===== config.mk =====
export PLATFORM = sky130hd
export DESIGN_NAME = adc_sequencing_control
export DESIGN_NICKNAME = d
export VERILOG_FILES = /design/src/pkg/adc_pkg.sv /design/src/pkg/conv_if.sv /design/src/rtl/conv_engine.sv /design/src/rtl/adc_sequencing_control.sv
export SDC_FILE = /design/constraint.sdc
export NUM_CORES = 1
export LEC_CHECK = 0
export ABC_AREA = 1
export BUFFER_PORTS_ARGS = -buffer_cell sky130_fd_sc_hd__buf_2
export CAP_MARGIN = 20
export CORE_ASPECT_RATIO = 1.25
export CORE_UTILIZATION = 40
export CTS_CLUSTER_SIZE = 25
export DETAILED_ROUTE_END_ITERATION = 10
export PLACE_DENSITY = 0.7
export SLEW_MARGIN = 20
export SYNTH_ARGS = -nofsm -noshare
export SYNTH_HDL_FRONTEND = slang
export SYNTH_SLANG_ARGS = --single-unit

===== constraint.sdc =====
create_clock -name aclk -period 4.9 [get_ports aclk]
set_input_delay 0.245 -clock aclk [delete_from_list [all_inputs] [get_ports aclk]]
set_output_delay 0.245 -clock aclk [all_outputs]
set_load 0.05 [all_outputs]

===== src/pkg/adc_pkg.sv =====
// Shared constants for the converter sequencing control block
package adc_pkg;
   // Register indexes; byte address is four times the index
   localparam int ADDR_W = 12;
   localparam logic [9:0] IDX_MODE = 10'h0c4;
   localparam logic [9:0] IDX_RESULT = 10'h0c5;
   localparam logic [9:0] IDX_START = 10'h0c6;
   localparam logic [9:0] IDX_IRQ_STAT = 10'h0c7;
   localparam logic [9:0] IDX_IRQ_MASK = 10'h0c8;
   // Mode register fields
   localparam int MODE_CKS_BIT = 7;
   localparam int MODE_EXT_TRIGGER_ENABLE_BIT = 6;
   localparam int MODE_CHAN_LSB = 0;
   localparam logic [7:0] MODE_RSVD_ONES = 8'h30;
   localparam logic [3:0] CHAN_RESET = 4'h0;
   localparam logic [3:0] CHAN_FIRST_CODE = 4'h4;
   // Start/status register fields
   localparam int FLAG_BIT = 7;
   localparam logic [7:0] START_RSVD_ONES = 8'h7f;
   // Interrupt bits
   localparam int IRQ_DONE_BIT = 0;
   localparam logic [7:0] IRQ_RESET = 8'h00;
   // Conversion periods in system clock cycles
   localparam logic [5:0] PERIOD_SLOW = 6'h3e;
   localparam logic [5:0] PERIOD_FAST = 6'h1f;
   // Shortest legal conversion time and its cycle count at the core clock
   localparam int CLK_PERIOD_NS = 20;
   localparam int CONV_MIN_TIME_NS = 12400;
   localparam int CONV_MIN_CYCLES =
      (CONV_MIN_TIME_NS + CLK_PERIOD_NS - 1) / CLK_PERIOD_NS;
   // Bus responses
   localparam logic [1:0] RESP_OKAY = 2'h0;
   localparam logic [1:0] RESP_SLVERR = 2'h2;

   // Register index from a byte address
   function automatic logic [9:0] reg_index(input logic [ADDR_W-1:0] addr);
      return addr[ADDR_W-1:2];
   endfunction : reg_index
endpackage : adc_pkg


===== src/pkg/conv_if.sv =====
// Control and result signals between register logic and conversion engine
`timescale 1ns/1ps
interface conv_if;
   logic start;
   logic stop;
   logic fast;
   logic [7:0] sample;
   logic busy;
   logic done;
   logic [7:0] result;
   modport ctrl (output start, output stop, output fast, output sample,
                 input busy, input done, input result);
   modport engine (input start, input stop, input fast, input sample,
                   output busy, output done, output result);
endinterface : conv_if


===== src/rtl/conv_engine.sv =====
// Conversion timing engine: counts the period and captures the result
`timescale 1ns/1ps
module conv_engine (
   // Clock and reset
   input wire logic aclk,
   input wire logic aresetn,
   // Control side
   conv_if.engine cv
);
   typedef enum logic {ST_IDLE, ST_CONV} eng_state_t;
   eng_state_t state, next_state;
   logic [5:0] cnt, next_cnt;
   logic [5:0] last, next_last;
   logic [7:0] result, next_result;
   logic done_c;

   // Next-state logic; a stop wins over completion in the same cycle
   always_comb begin
      next_state = state;
      next_cnt = cnt;
      next_last = last;
      next_result = result;
      done_c = 1'b0;
      unique case (state)
         ST_IDLE: begin
            if (cv.start) begin
               next_state = ST_CONV;
               next_cnt = 6'h00;
               next_last = (cv.fast ? adc_pkg::PERIOD_FAST
                                    : adc_pkg::PERIOD_SLOW) - 6'h01;
            end
         end
         ST_CONV: begin
            if (cv.stop) begin
               next_state = ST_IDLE;
            end else if (cnt == last) begin
               done_c = 1'b1;
               next_state = ST_IDLE;
               next_result = cv.sample;
            end else begin
               next_cnt = cnt + 6'h01;
            end
         end
      endcase
   end

   // Control state registers
   always_ff @(posedge aclk) begin
      if (!aresetn) begin
         state <= ST_IDLE;
         cnt <= 6'h00;
         last <= 6'h00;
      end else begin
         state <= next_state;
         cnt <= next_cnt;
         last <= next_last;
      end
   end

   // Result has no reset: content is unknown until the first conversion
   always_ff @(posedge aclk) begin
      result <= next_result;
   end

   assign cv.busy = (state == ST_CONV);
   assign cv.done = done_c;
   assign cv.result = result;

   // Helper: busy cycle count and period chosen at start
   logic [6:0] run_len;
   logic fast_at_start;
   always_ff @(posedge aclk) begin
      if (!aresetn) begin
         run_len <= 7'h00;
         fast_at_start <= 1'b0;
      end else begin
         run_len <= cv.busy ? run_len + 7'h01 : 7'h00;
         if (!cv.busy && cv.start) begin
            fast_at_start <= cv.fast;
         end
      end
   end
endmodule : conv_engine


===== src/rtl/adc_sequencing_control.sv =====
// Converter sequencing control: AXI4-Lite registers, trigger and mux select
// Overview of operation
// - Channel codes with upper two bits zero select no input; 4..15 pick 0..11.
// - With trigger enable clear the trigger pin is ignored; only software starts.
// - With trigger enable set any edge on the trigger pin starts a conversion while idle; edges while busy are dropped.
// - Clock select clear gives a 62-cycle period, set gives 31 cycles.
// - Writing flag 1 starts, 0 stops; reading 1 means busy, 0 means done.
//
// Decided for this implementation: the AXI4-Lite interface to the registers.
`timescale 1ns/1ps
module adc_sequencing_control (
   // Clock and reset
   input wire logic aclk,
   input wire logic aresetn,
   // AXI4-Lite write
   input wire logic [adc_pkg::ADDR_W-1:0] awaddr,
   input wire logic [2:0] awprot,
   input wire logic awvalid,
   output logic awready,
   input wire logic [31:0] wdata,
   input wire logic [3:0] wstrb,
   input wire logic wvalid,
   output logic wready,
   output logic [1:0] bresp,
   output logic bvalid,
   input wire logic bready,
   // AXI4-Lite read
   input wire logic [adc_pkg::ADDR_W-1:0] araddr,
   input wire logic [2:0] arprot,
   input wire logic arvalid,
   output logic arready,
   output logic [31:0] rdata,
   output logic [1:0] rresp,
   output logic rvalid,
   input wire logic rready,
   // Analog side
   input wire logic ext_conv_trigger_pin,
   input wire logic [7:0] conv_sample,
   output logic analog_mux_en,
   output logic [3:0] analog_chan,
   // Interrupt
   output logic irq
);
   conv_if cv ();

   conv_engine u_engine (
      .aclk(aclk),
      .aresetn(aresetn),
      .cv(cv.engine)
   );

   // Register state
   logic [3:0] chan_sel, next_chan_sel;
   logic ext_trigger_enable, next_ext_trigger_enable;
   logic conv_clock_select, next_conv_clock_select;
   logic [7:0] irq_stat, next_irq_stat;
   logic [7:0] irq_mask, next_irq_mask;
   logic next_mux_en;
   logic [3:0] next_analog_chan;
   // Bus state
   logic aw_held, next_aw_held;
   logic [9:0] aw_idx, next_aw_idx;
   logic w_held, next_w_held;
   logic [7:0] w_byte, next_w_byte;
   logic w_lane0, next_w_lane0;
   logic next_bvalid, next_rvalid;
   logic [1:0] next_bresp, next_rresp;
   logic [31:0] next_rdata;
   // Synchronisers
   logic trig_s1, trig_s2, trig_s3;
   logic [7:0] samp_s1, samp_s2;
   logic wr_fire, sw_start, sw_stop, trig_start;

   // Pins pass two flops; the third trigger flop feeds the edge detector
   always_ff @(posedge aclk) begin
      if (!aresetn) begin
         trig_s1 <= 1'b0;
         trig_s2 <= 1'b0;
         trig_s3 <= 1'b0;
         samp_s1 <= 8'h00;
         samp_s2 <= 8'h00;
      end else begin
         trig_s1 <= ext_conv_trigger_pin;
         trig_s2 <= trig_s1;
         trig_s3 <= trig_s2;
         samp_s1 <= conv_sample;
         samp_s2 <= samp_s1;
      end
   end

   // Both edges start; a disabled trigger never reaches the engine
   assign trig_start = ext_trigger_enable && (trig_s2 != trig_s3);

   assign awready = !aw_held;
   assign wready = !w_held;
   assign arready = !rvalid;
   assign wr_fire = aw_held && w_held && !bvalid;
   assign sw_start = wr_fire && w_lane0 && aw_idx == adc_pkg::IDX_START
                     && w_byte[adc_pkg::FLAG_BIT];
   assign sw_stop = wr_fire && w_lane0 && aw_idx == adc_pkg::IDX_START
                    && !w_byte[adc_pkg::FLAG_BIT];
   // A start while busy is dropped by the engine, so no restart glitch
   assign cv.start = sw_start || trig_start;
   assign cv.stop = sw_stop;
   assign cv.fast = conv_clock_select;
   assign cv.sample = samp_s2;
   assign irq = |(irq_stat & irq_mask);

   // Register next values; a done event beats a same-cycle clear
   always_comb begin
      next_chan_sel = chan_sel;
      next_ext_trigger_enable = ext_trigger_enable;
      next_conv_clock_select = conv_clock_select;
      next_irq_mask = irq_mask;
      next_irq_stat = irq_stat;
      if (wr_fire && w_lane0) begin
         unique case (aw_idx)
            adc_pkg::IDX_MODE: begin
               next_chan_sel = w_byte[adc_pkg::MODE_CHAN_LSB +: 4];
               next_ext_trigger_enable = w_byte[adc_pkg::MODE_EXT_TRIGGER_ENABLE_BIT];
               next_conv_clock_select = w_byte[adc_pkg::MODE_CKS_BIT];
            end
            adc_pkg::IDX_IRQ_STAT: next_irq_stat = irq_stat & ~w_byte;
            adc_pkg::IDX_IRQ_MASK: next_irq_mask = w_byte;
            default: ;
         endcase
      end
      if (cv.done) begin
         next_irq_stat[adc_pkg::IRQ_DONE_BIT] = 1'b1;
      end
      // Codes below the first input leave the mux open
      next_mux_en = next_chan_sel[3:2] != 2'h0;
      next_analog_chan = next_mux_en
         ? next_chan_sel - adc_pkg::CHAN_FIRST_CODE : 4'h0;
   end

   // Bus next values; reads have no side effects
   always_comb begin
      next_aw_held = aw_held;
      next_aw_idx = aw_idx;
      next_w_held = w_held;
      next_w_byte = w_byte;
      next_w_lane0 = w_lane0;
      next_bvalid = bvalid;
      next_bresp = bresp;
      next_rvalid = rvalid;
      next_rdata = rdata;
      next_rresp = rresp;
      if (awvalid && awready) begin
         next_aw_held = 1'b1;
         next_aw_idx = adc_pkg::reg_index(awaddr);
      end
      if (wvalid && wready) begin
         next_w_held = 1'b1;
         next_w_byte = wdata[7:0];
         next_w_lane0 = wstrb[0];
      end
      if (bvalid && bready) begin
         next_bvalid = 1'b0;
      end
      if (wr_fire) begin
         next_aw_held = 1'b0;
         next_w_held = 1'b0;
         next_bvalid = 1'b1;
         next_bresp = (aw_idx >= adc_pkg::IDX_MODE
                       && aw_idx <= adc_pkg::IDX_IRQ_MASK)
                      ? adc_pkg::RESP_OKAY : adc_pkg::RESP_SLVERR;
      end
      if (rvalid && rready) begin
         next_rvalid = 1'b0;
      end
      if (arvalid && arready) begin
         next_rvalid = 1'b1;
         next_rresp = adc_pkg::RESP_OKAY;
         next_rdata = 32'h0000_0000;
         unique case (adc_pkg::reg_index(araddr))
            adc_pkg::IDX_MODE: next_rdata[7:0] = adc_pkg::MODE_RSVD_ONES
               | {conv_clock_select, ext_trigger_enable, 2'h0, chan_sel};
            adc_pkg::IDX_RESULT: next_rdata[7:0] = cv.result;
            adc_pkg::IDX_START: next_rdata[7:0] = adc_pkg::START_RSVD_ONES
               | {cv.busy, 7'h00};
            adc_pkg::IDX_IRQ_STAT: next_rdata[7:0] = irq_stat;
            adc_pkg::IDX_IRQ_MASK: next_rdata[7:0] = irq_mask;
            default: next_rresp = adc_pkg::RESP_SLVERR;
         endcase
      end
   end

   // Registers for both groups
   always_ff @(posedge aclk) begin
      if (!aresetn) begin
         chan_sel <= adc_pkg::CHAN_RESET;
         ext_trigger_enable <= 1'b0;
         conv_clock_select <= 1'b0;
         irq_stat <= adc_pkg::IRQ_RESET;
         irq_mask <= adc_pkg::IRQ_RESET;
         analog_mux_en <= 1'b0;
         analog_chan <= 4'h0;
         aw_held <= 1'b0;
         aw_idx <= 10'h000;
         w_held <= 1'b0;
         w_byte <= 8'h00;
         w_lane0 <= 1'b0;
         bvalid <= 1'b0;
         bresp <= adc_pkg::RESP_OKAY;
         rvalid <= 1'b0;
         rdata <= 32'h0000_0000;
         rresp <= adc_pkg::RESP_OKAY;
      end else begin
         chan_sel <= next_chan_sel;
         ext_trigger_enable <= next_ext_trigger_enable;
         conv_clock_select <= next_conv_clock_select;
         irq_stat <= next_irq_stat;
         irq_mask <= next_irq_mask;
         analog_mux_en <= next_mux_en;
         analog_chan <= next_analog_chan;
         aw_held <= next_aw_held;
         aw_idx <= next_aw_idx;
         w_held <= next_w_held;
         w_byte <= next_w_byte;
         w_lane0 <= next_w_lane0;
         bvalid <= next_bvalid;
         bresp <= next_bresp;
         rvalid <= next_rvalid;
         rdata <= next_rdata;
         rresp <= next_rresp;
      end
   end
endmodule : adc_sequencing_control


* After elaboration in Yosys (flattened, before gate mapping)
Index checks and enable logic that the tools add are counted.
** Storage, ports and cells
- Register bits after elaboration :: 102
- Bits of input ports :: 82
- Output and inout port bits :: 47
- Logic and storage cells :: 111
** Cells by class
- $add $sub $neg :: 3
- $lt $le $gt $ge :: 2
- Equal/unequal tests :: 14
- Mux-type cells :: 24
- Bitwise logic cells :: 6
- Reductions and logical operators :: 35
** Operators by type and width (count)
- 10-bit by 8-bit == test with 1-bit output (second input constant) :: 9
- 8-bit case mux with 5 select lines :: 1
- 6-bit 2-to-1 mux :: 4
- 8-bit bitwise AND :: 2
- 1-bit logical AND :: 13
- 1-bit 2-to-1 mux :: 13
- 6-bit case mux with 2 select lines :: 1
- 2-bit AND reduction :: 6
- 10-bit by 8-bit >= comparator with 1-bit output (second input constant) :: 1
- 10-bit by 8-bit <= comparator with 1-bit output (second input constant) :: 1
- 2-bit nonzero test :: 5
- 4-bit 2-to-1 mux :: 2
- 8-bit NOT :: 1
- 8-bit OR reduction :: 1
- 6-bit by 1-bit adder with 6-bit output (second input constant) :: 1
- 6-bit == test :: 1
- 2-bit inequality test (second input constant) :: 3
- 3-bit AND reduction :: 2
- 6-bit by 1-bit subtractor with 6-bit output (second input constant) :: 1
- 1-bit zero test :: 5
- 5-bit OR reduction :: 1
- 2-bit 2-to-1 mux :: 2
- 4-bit by 3-bit subtractor with 4-bit output (second input constant) :: 1
- 1-bit NOT :: 3
- 4 further kinds :: 4

* Logic depth before layout (Yosys ltp)
Gate-level depths: netlist of run 1.
- Depth in word-level cells :: 9
- Mapped depth :: 11
- Gate-level depth less buffers :: 11

* By module
A second synthesis of run 1 with hierarchy kept.
** Unflattened totals
- Cell total of the unflattened synthesis :: 538
- Area total of the unflattened synthesis :: 4230.3 µm²
** Modules (own cells, without submodules)
- adc_sequencing_control :: times used 1, cells an instance 448, area an instance 3433.3 µm²
- conv_engine :: times used 1, cells an instance 90, area an instance 797.0 µm²

* Worst setup path after synthesis of run 1
OpenSTA, ideal clock, no wires.
- Path kind :: register to register
- Start :: reg bvalid
- End :: reg u_engine.result[0], in the netlist u_engine.cv.result[0], enable pin
- Library setup time :: 0.324 ns
- Data arrival time :: 1.533 ns
- Data required time :: 4.576 ns
- Slack :: 3.043 ns
- Stages on the path, launching flop included :: 8
- Buffers on the path :: 0
- Path through :: dfxtp_1 inv_1 nand4_2 nor2_4 nand3_2 nand2_1 or2_2 inv_1
** On the way
- Longest elaborated chain between the ends :: 7
** Ends and longest elaborated chain
- start, declared :: line adc_sequencing_control.sv:25 : output logic bvalid,
- start signal, assigned :: line adc_sequencing_control.sv:222 : bvalid <= next_bvalid;
- 1-bit zero test :: line adc_sequencing_control.sv:97 : assign wr_fire = aw_held && w_held && !bvalid;
- 1-bit logical AND :: line adc_sequencing_control.sv:97
- 1-bit logical AND (2 in series) :: line adc_sequencing_control.sv:100 : assign sw_stop = wr_fire && w_lane0 && aw_idx == adc_pkg::IDX_START
- 1-bit logical AND :: line adc_sequencing_control.sv:101 : && !w_byte[adc_pkg::FLAG_BIT];
- 1-bit NOT (no source line)
- 3-bit AND reduction (no source line)
- end signal, assigned :: line conv_engine.sv:62 : result <= next_result;
- end, declared :: line conv_engine.sv:14 : logic [7:0] result, next_result;
No other way between the ends.
A chain may end at the register's enable or synchronous reset.

* Worst setup path in the final report of run 1
- Start :: reg aw_idx[8]
- End :: reg analog_chan[1]
** On the way
- Longest elaborated chain between the ends :: 5
** Ends and longest elaborated chain
- start, declared :: line adc_sequencing_control.sv:62 : logic [9:0] aw_idx, next_aw_idx;
- start signal, assigned :: line adc_sequencing_control.sv:218 : aw_idx <= next_aw_idx;
- 10-bit by 8-bit == test with 1-bit output (*) :: line adc_sequencing_control.sv:117 : unique case (aw_idx)
- 4-bit 2-to-1 mux (*) :: line adc_sequencing_control.sv:117
- 4-bit 2-to-1 mux (*) :: line adc_sequencing_control.sv:116 : if (wr_fire && w_lane0) begin
- parallel branches: the longest is 2 deep, another holds 4-bit by 3-bit subtractor with 4-bit output
- end signal, assigned :: line adc_sequencing_control.sv:216 : analog_chan <= next_analog_chan;
- end, declared :: line adc_sequencing_control.sv:40 : output logic [3:0] analog_chan,
Mark *: on every way between the ends.

==> reports/metrics.csv, run 1 <==
metric,value,unit
drive_above_1_share,0.166,
ant_nets,0,
yosys-top-cells-area,"dfxtp_1, nand2_1, inv_1, nor2_1, edfxtp_1",
hold_violations,0,
p_sw_frac,0.250,
synth_edf_count,8,
skew,0.0104,ns
synthCells,541,
coreArea,0.0101,sq mm
ys_seq_area_frac,0.486,
grt_pass1_vias,3294,
yosysUniqueCellTypes,37,
dp_hpwl,6400,um
worstPathMaxFanout,9,
intPower,1.27,mW
die_w,93.3,um
grt_usage,0.172,
grt_pass1_wl,14400,um
fmax,0.562,GHz
dpl_cell_area,0.00450,sq mm
crit_top_cell,nor2_1,
worst_pin_slew,0.637,ns
layout.nets,688,
cts_buffers,9,
maxSlewViolCount,0,
die_h,116,um
grt.busiest_layer,met2,
synth.ff_latch_count,97,
cts_tree,yes,
power_density,355,mW/mm^2
clk_latency,0.34,ns
avgRoutedWirePerCell,11.7,um
outcome,"complete, no violations",
clkTransAtPathRegs,0.07,ns
clock_power_share,0.404,
finalPower,1.70,mW
post_cts_buffers,0,
port_buffers,65,
critPathLaunchType,register,
critPathRequiredTime,5.13,ns
yosysWarnings,0,
fin_crit_sh,0.363,
p_sw,426,uW
design_area,0.00479,sq mm
syn2layout_area_growth,15.1,%
cts_root_buf,clkbuf_16,
met1_usage,0.184,
syn_area_per_cell,7.70,sq um
crit_path_top_delay_cell,dfxtp_1,
grt_overflow,0,
crit_chain,"nor2_2, inv_1, nor2_1, nand4_4, nor2_1, a21oi_2, ha_1, a211oi_1",
slew_headroom,0.575,
path_class,reg -> reg,
preCtsSetupSlack,3.12,ns
worstSetupEndpointType,register,
clk_path_buf_depth,2,
diodes,0,
ctsHoldBuffers,0,
min_path_type,in -> reg,
gp_congestion,0.943,
route.detailed.drc,0,
first_pass_iters,6,
yosysTopAreaCell,dfxtp_1,
num_rows,41,
rsz0062_at_grt,false,
drt_iter0_drc,164,
cts_resized,0,
pwr-share-comb,0.102,
clock_sinks,97,
arrival,2.01,ns
fin_tns_setup,0,ns
use_met3,0.0453,
wl,8640,um
antenna_found_initial,0,
grt_start_max_net_pins,72,
worst_slack,3.12,ns
setup_viol,0,
p_seq_frac,0.494,
initial_core_util,0.412,
synth-main-ff-cell,dfxtp_1,
grt_use_met2,0.304,
min_period,1.78,ns
ios,129,
synth_top_area_frac,0.428,
dieArea,0.0108,sq mm
vias,3509,
drv_cap,0,
avgViaCountPerCell,4.75,
netlist_area,0.00416,sq mm
ys_async_sr_fraction,0,
cpPeakStageDelay,0.31,ns
ir_worst_vdd,174,uV
p_leak,2.33,nW
htreeDepth,3,
cells in the mapped netlist, types with 3 or more instances:
| cell type | n |
|---|---|
| nand2_1 | 90 |
| dfxtp_1 | 89 |
| inv_1 | 84 |
| nor2_1 | 69 |
| o21ai_0 | 44 |
| a21oi_1 | 38 |
| nand3_1 | 28 |
| buf_4 | 26 |
| o211ai_1 | 10 |
| clkbuf_1 | 8 |
| edfxtp_1 | 8 |
| buf_2 | 4 |
| nand2_2 | 4 |
| nor2_2 | 4 |
| a211oi_1 | 3 |
| a21oi_2 | 3 |
| nand4_1 | 3 |
| nor3_1 | 3 |
flip-flops by register name (all words and copies together), names as in the netlist, 3 cells and up:
register	count
rdata	8
irq_mask	8
aw_idx	10
samp_s1	8
u_engine.last	3
u_engine.cv.result	8
irq_stat	8
chan_sel	4
cv.sample	8
u_engine.cnt	6
analog_chan	4
w_byte	8
layer usage:
metal,wire length [um],share of wire
met5,0,0
met4,334,0.039
met3,368,0.043
met2,4330,0.50
met1,3610,0.42
critical path, delay by kind of cell, from the launching register on:
kind / cells / cell delay [ns]
AND/OR/NAND/NOR: 4 / 0.67
AO/OA/AOI/OAI: 2 / 0.36
adder cells (fa/ha/maj): 1 / 0.25
buffers and inverters: 1 / 0.09
flip-flops: 1 / 0.31
final timing paths:
| path | start | slack, ns | cells past startpoint | endpoint |
|---|---|---|---|---|
| setup / recovery | aw_idx[8]$_SDFFE_PN0P_ | 3.12 | 8 | analog_chan[1]$_SDFF_PN0_ |
| hold / removal | ext_conv_trigger_pin | 0.09 | 3 | trig_s1$_SDFF_PN0_ |
| hold reg to reg | cv.sample[6]$_SDFF_PN0_ | 0.40 | 0 | u_engine.cv.result[6]$_DFFE_PP_ |
| setup reg to reg | aw_idx[8]$_SDFFE_PN0P_ | 3.12 | 8 | analog_chan[1]$_SDFF_PN0_ |
final cells by class:
cell class              instances  area (sq um)
clock inverters                 3          40.0
flip-flops and latches         97          2020
inverters                      85           319
well taps                     129           161
multi-input cells             345          1670
clock buffers                  13           250
repair buffers                 66           333
fillers                       989          5310
through the flow:
stage	hold slack (ns)	std cells	util
floorplan	0.343	566	-
global placement	0.393	722	0.446
detailed placement	0.389	722	0.446
CTS	0.0781	738	0.474
global route	0.0945	738	0.474
finish	0.0856	738	0.474
power groups by stage:
stage | Sequential (mW) | Clock, mW | Combinational [mW]
2_1_floorplan | 0.873 | 0 | 0.132
6_report | 0.839 | 0.686 | 0.174
3_3_place_gp | 0.856 | 0 | 0.173
4_1_cts | 0.839 | 0.700 | 0.175
5_1_grt | 0.842 | 0.733 | 0.192
3_5_place_dp | 0.857 | 0 | 0.174
kinds of logic after synthesis:
logic type / count (synthesis) / synth area share
compound gates: 102 / 0.136
flops: 97 / 0.486
other cells: 1 / 0.000901
buf+inv: 124 / 0.136
simple gates: 213 / 0.231
fa+ha+maj: 2 / 0.00601
xor+xnor: 2 / 0.00421
cells in the final DEF (no fill, tap or decap), drive strengths merged:
| cell | instances |
|---|---|
| o22ai | 1 |
| bufinv | 1 |
| a21oi | 41 |
| clkinv | 2 |
| and2 | 1 |
| xor2 | 1 |
| xnor2 | 1 |
| nor3b | 1 |
| nand2 | 96 |
| buf | 66 |
| a221oi | 2 |
| nand3 | 31 |
| o21ai | 44 |
| dfxtp | 89 |
| clkbuf | 13 |
| nand4 | 5 |
| or2 | 1 |
| a211oi | 3 |
| ha | 2 |
| inv | 85 |
| nor2 | 74 |
| o211ai | 10 |
| conb | 26 |
| o21a | 1 |
| nor3 | 4 |
| edfxtp | 8 |
(Power assumes the default switching activity.)
==> inputs of run 2 (changes only) <==
--- a/config.mk
+++ b/config.mk
@@ -12,7 +12,7 @@
 export CORE_UTILIZATION = 40
 export CTS_CLUSTER_SIZE = 25
 export DETAILED_ROUTE_END_ITERATION = 10
-export PLACE_DENSITY = 0.7
+export PLACE_DENSITY = 0.72
 export SLEW_MARGIN = 20
 export SYNTH_ARGS = -nofsm -noshare
 export SYNTH_HDL_FRONTEND = slang
==> constraint.sdc (replaced) <==
create_clock -name aclk -period 1.45 [get_ports aclk]
set_input_delay 0.0725 -clock aclk [delete_from_list [all_inputs] [get_ports aclk]]
set_output_delay 0.0725 -clock aclk [all_outputs]
set_load 0.05 [all_outputs]
==> reports/metrics.csv, run 2 (synthesis gave the netlist of run 1 again) <==
metric,value,unit
vias,3697,
gp_congestion,0.915,
grt_pass1_vias,3488,
antenna_found_initial,0,
largest-register,aw_idx,
first_pass_iters,4,
power_density,1070,mW/mm^2
cts_root_buf,clkbuf_16,
port_buffers,65,
critPathRequiredTime,1.72,ns
grt_usage,0.183,
design_area,0.00546,sq mm
critPathLaunchType,register,
num_rows,41,
die_h,116,um
grt_overflow,0,
drive_above_1_share,0.277,
clock_sinks,97,
worst_slack,-0.0334,ns
fin_crit_sh,1.02,
initial_core_util,0.412,
coreArea,0.0101,sq mm
finalPower,5.84,mW
dieArea,0.0108,sq mm
clkTransAtPathRegs,0.06,ns
path_class,reg -> reg,
worstSetupEndpointType,register,
ios,129,
avgViaCountPerCell,4.71,
min_path_type,in -> reg,
wl,9370,um
fillers,895,
dp_hpwl,6770,um
multiInputGateArea,0.00187,sq mm
fmax,0.674,GHz
p_leak,2.58,nW
drt_iter0_drc,137,
outcome,"complete, but fails checks",
drv_cap,0,
layout.nets,735,
avgRoutedWirePerCell,11.9,um
syn2layout_area_growth,31.0,%
violations,setup timing,
cts_tree,yes,
cp.buffers_inverters,2,
crit_family,simple AND/OR/NAND/NOR gates,
layout_commonest_cell,nand2_1,
final_cell_mix,"nand2_1, dfxtp_1, inv_1, buf_2, nor2_1",
arrival,1.75,ns
cts_buffers,9,
setup_viol,8,
largest_reg_flops,10,
hold_violations,0,
ant_nets,0,
clk_path_buf_depth,2,
crit_top_cell,nand4_4,
skew,0.00971,ns
clk_latency,0.35,ns
crit_chain,"inv_4, nand4_4, inv_2, nand4_4, nor2_2, a21oi_4, ha_4, a211oi_2",
grt_start_max_net_pins,37,
regArea,0.00204,sq mm
die_w,93.3,um
dp_cells,743,
rsz0062_at_grt,true,
grt_pass1_wl,15200,um
slew_headroom,0.586,
worstPathMaxFanout,5,
worst_pin_slew,0.620,ns
htreeDepth,3,
ir_worst_vdd,531,uV
diodes,0,
instances_no_fill,785,
crit_path_top_delay_cell,dfxtp_4,
cpPeakStageDelay,0.35,ns
maxSlewViolCount,0,
min_period,1.48,ns
dpl_cell_area,0.00471,sq mm
route.detailed.drc,0,
run 2: what timing repair did:
item                       CTS  global route
hold buffers                21             0
setup endpoints to repair   13            30
resized for setup           15            50
hold endpoints to repair    21             0
setup buffers                1             4
pin swaps                    6            12
run 2: cell type report:
type,count,area share
Timing Repair Buffer,113,0.138
Sequential cell,97,0.374
Tap cell,129,0.0296
Inverter,85,0.0615
Multi-Input combinational cell,345,0.343
Clock inverter,4,0.00482
Clock buffer,12,0.0491
run 2: where the power goes:
group          leakage [nW]  internal [mW]  total, mW  switching (mW)
Clock                 0.144           1.31       2.29           0.979
Sequential            0.807           2.79       2.85          0.0584
Combinational          1.63          0.213      0.702           0.489
run 2: routing by layer:
layer  global-route usage  share of wire  vias to the layer above
met1                0.201           0.40                     1664
li1                     -              -                     1894
met3               0.0427          0.050                       28
met2                0.317           0.51                      111
met4                0.119          0.038                        0
met5                    0              0                        -
run 2: path summary, 6_finish.rpt:
path / slack [ns] / cells after the start / start / endpoint
min reg2reg: 0.40 / 0 / cv.sample[6]$_SDFF_PN0_ / u_engine.cv.result[6]$_DFFE_PP_
max reg2reg: -0.03 / 8 / bvalid$_SDFFE_PN0P_ / analog_chan[0]$_SDFF_PN0_
min: 0.02 / 3 / awaddr[7] / aw_idx[5]$_SDFFE_PN0P_
max: -0.03 / 8 / bvalid$_SDFFE_PN0P_ / analog_chan[0]$_SDFF_PN0_
run 2: worst register-to-register path: stages (launching register included):
cell,delay (ns)
dfxtp_4,0.35
inv_4,0.06
nand4_4,0.09
inv_2,0.10
nand4_4,0.17
nor2_2,0.19
a21oi_4,0.06
ha_4,0.18
a211oi_2,0.20
run 2: stage by stage:
stage | setup TNS, ns | util | hold WS [ns] | setup slack, ns
2_1_floorplan | -0.0179 | - | 0.170 | -0.00997
3_3_place_gp | -0.209 | 0.466 | 0.259 | -0.0823
3_5_place_dp | -0.562 | 0.466 | 0.262 | -0.101
4_1_cts | -0.225 | 0.521 | 0.00675 | -0.0727
5_1_grt | -1.76 | 0.540 | 0.0371 | -0.141
6_report | -0.163 | 0.540 | 0.0214 | -0.0334
==> inputs of run 3 (changes only) <==
--- a/config.mk
+++ b/config.mk
@@ -10,6 +10,7 @@
 export CAP_MARGIN = 20
 export CORE_ASPECT_RATIO = 1.25
 export CORE_UTILIZATION = 40
+export CTS_BUF_LIST = sky130_fd_sc_hd__clkbuf_4 sky130_fd_sc_hd__clkbuf_8
 export CTS_CLUSTER_SIZE = 25
 export DETAILED_ROUTE_END_ITERATION = 10
 export PLACE_DENSITY = 0.72
==> reports/metrics.csv, run 3 (synthesis gave the netlist of run 1 again) <==
metric,value,unit
avgRoutedWirePerCell,12.0,um
die_w,93.3,um
grt_use_met2,0.319,
clk_latency,0.36,ns
htreeDepth,3,
route.detailed.drc,0,
rr_worst_depth,8,
crit_chain,"nor2_4, inv_2, nor2_4, nand4_4, a21oi_4, ha_4, nor2_2, and2_1",
ir_worst_vdd,423,uV
cp.buffers_inverters,1,
skew,0.00855,ns
fin_tns_setup,-0.301,ns
coreArea,0.0101,sq mm
gp_congestion,0.915,
timing.rr.end,analog_chan[2]$_SDFF_PN0_,
clk_path_buf_depth,2,
first_pass_iters,4,
ios,129,
cts_root_buf,clkbuf_8,
arrival,1.76,ns
layout.nets,747,
worst_slack,-0.0527,ns
hold_violations,0,
violations,setup timing,
wl,9590,um
grt_overflow,0,
worstSetupEndpointType,register,
use_met3,0.0427,
p_leak,2.61,nW
grt.busiest_layer,met2,
outcome,"complete, but fails checks",
clock_sinks,97,
drv_cap,0,
grt_usage,0.180,
grt_pass1_wl,15100,um
cts_buffers,9,
die_h,116,um
timing.reg2reg.setup_slack,-0.05,ns
crit_family,simple AND/OR/NAND/NOR gates,
rsz0062_at_grt,true,
grt_start_max_net_pins,37,
critPathLaunchType,register,
maxSlewViolCount,0,
diodes,0,
path_class,reg -> reg,
largest_reg_flops,10,
num_rows,41,
setup_viol,11,
final_cell_mix,"nand2_1, dfxtp_1, inv_1, buf_2, nor2_1",
fin_crit_sh,1.04,
port_buffers,65,
avgViaCountPerCell,4.71,
grt_pass1_vias,3539,
critPathRequiredTime,1.71,ns
clkTransAtPathRegs,0.09,ns
min_path_cells,3,
crit_top_cell,nor2_4,
fmax,0.665,GHz
dieArea,0.0108,sq mm
min_period,1.50,ns
power_density,968,mW/mm^2
syn2layout_area_growth,32.1,%
dp_hpwl,6770,um
ant_nets,0,
met1_usage,0.196,
min_path_type,in -> reg,
whs_endpoint,aw_idx[2]$_SDFFE_PN0P_,
slew_headroom,0.581,
initial_core_util,0.412,
vias,3754,
finish.utilization,0.544,
antenna_found_initial,0,
largest-register,aw_idx,
worstPathMaxFanout,5,
worstReg2RegStart,aw_idx[9]$_SDFFE_PN0P_,
cts_tree,yes,
worst_pin_slew,0.628,ns
cpPeakStageDelay,0.34,ns
crit_path_top_delay_cell,dfxtp_2,
drt_iter0_drc,153,
drive_above_1_share,0.286,
hp-start,awaddr[4],
[run 3: worst min-delay path, stage by stage]
cell and delay [ns]:
buf_2 0.07, o21ai_0 0.08, a21oi_1 0.11
[run 3: power breakdown]
| part | switching, mW | leakage [nW] | total (mW) | internal [mW] |
|---|---|---|---|---|
| sequential | 0.0548 | 0.807 | 2.84 | 2.79 |
| combinational | 0.494 | 1.70 | 0.723 | 0.229 |
| clock | 0.895 | 0.103 | 1.76 | 0.861 |
| total | 1.44 | 2.61 | 5.32 | 3.88 |
[run 3: metal layers]
layer	routed length (um)	vias up	part of all wire
met4	361	0	0.038
met5	0	-	0
met3	452	30	0.047
li1	-	1907	-
met1	3870	1699	0.40
met2	4910	118	0.51
[run 3: worst max path at each step]
stage	from	end	slack, ns	depth (start not counted)
2_1_floorplan	bvalid$_SDFFE_PN0P_	analog_chan[2]$_SDFF_PN0_	-0.01	8
5_1_grt	aw_idx[9]$_SDFFE_PN0P_	conv_clock_select$_SDFFE_PN0P_	-0.18	8
4_1_cts	aw_idx[8]$_SDFFE_PN0P_	analog_chan[2]$_SDFF_PN0_	-0.07	8
3_3_place_gp	aw_idx[5]$_SDFFE_PN0P_	analog_chan[0]$_SDFF_PN0_	-0.08	8
6_report	aw_idx[9]$_SDFFE_PN0P_	analog_chan[2]$_SDFF_PN0_	-0.05	8
3_5_place_dp	aw_idx[4]$_SDFFE_PN0P_	analog_chan[0]$_SDFF_PN0_	-0.10	8
[run 3: area by class of cell]
| cell class | count | area [sq um] |
|---|---|---|
| clock buffers | 11 | 145 |
| clock inverters | 5 | 56.3 |
| fillers | 908 | 4610 |
| inverters | 85 | 330 |
| multi-input cells | 345 | 1880 |
| flip-flops and latches | 97 | 2040 |
| well taps | 129 | 161 |
| repair buffers | 125 | 880 |
[run 3: timing repair]
| action | in CTS | in global routing |
|---|---|---|
| pin swaps | 10 | 19 |
| endpoints found under the hold margin | 30 | 0 |
| endpoints found under the setup margin | 13 | 28 |
| resized for setup | 26 | 45 |
| hold buffers | 30 | 0 |
| buffers inserted | 2 | 6 |
[run 3: per-stage QoR]
stage / cells / instance area [sq um] / power (mW) / setup WS, ns / hold WS (ns)
CTS: 791 / 5300 / 5.35 / -0.0705 / 0.000297
global placement: 743 / 4710 / 3.51 / -0.0823 / 0.259
global route: 797 / 5500 / 5.57 / -0.176 / 0.0200
finish: 797 / 5500 / 5.32 / -0.0527 / 0.0165
floorplan: 566 / 4310 / 3.41 / -0.00997 / 0.170
detailed placement: 743 / 4710 / 3.53 / -0.101 / 0.262
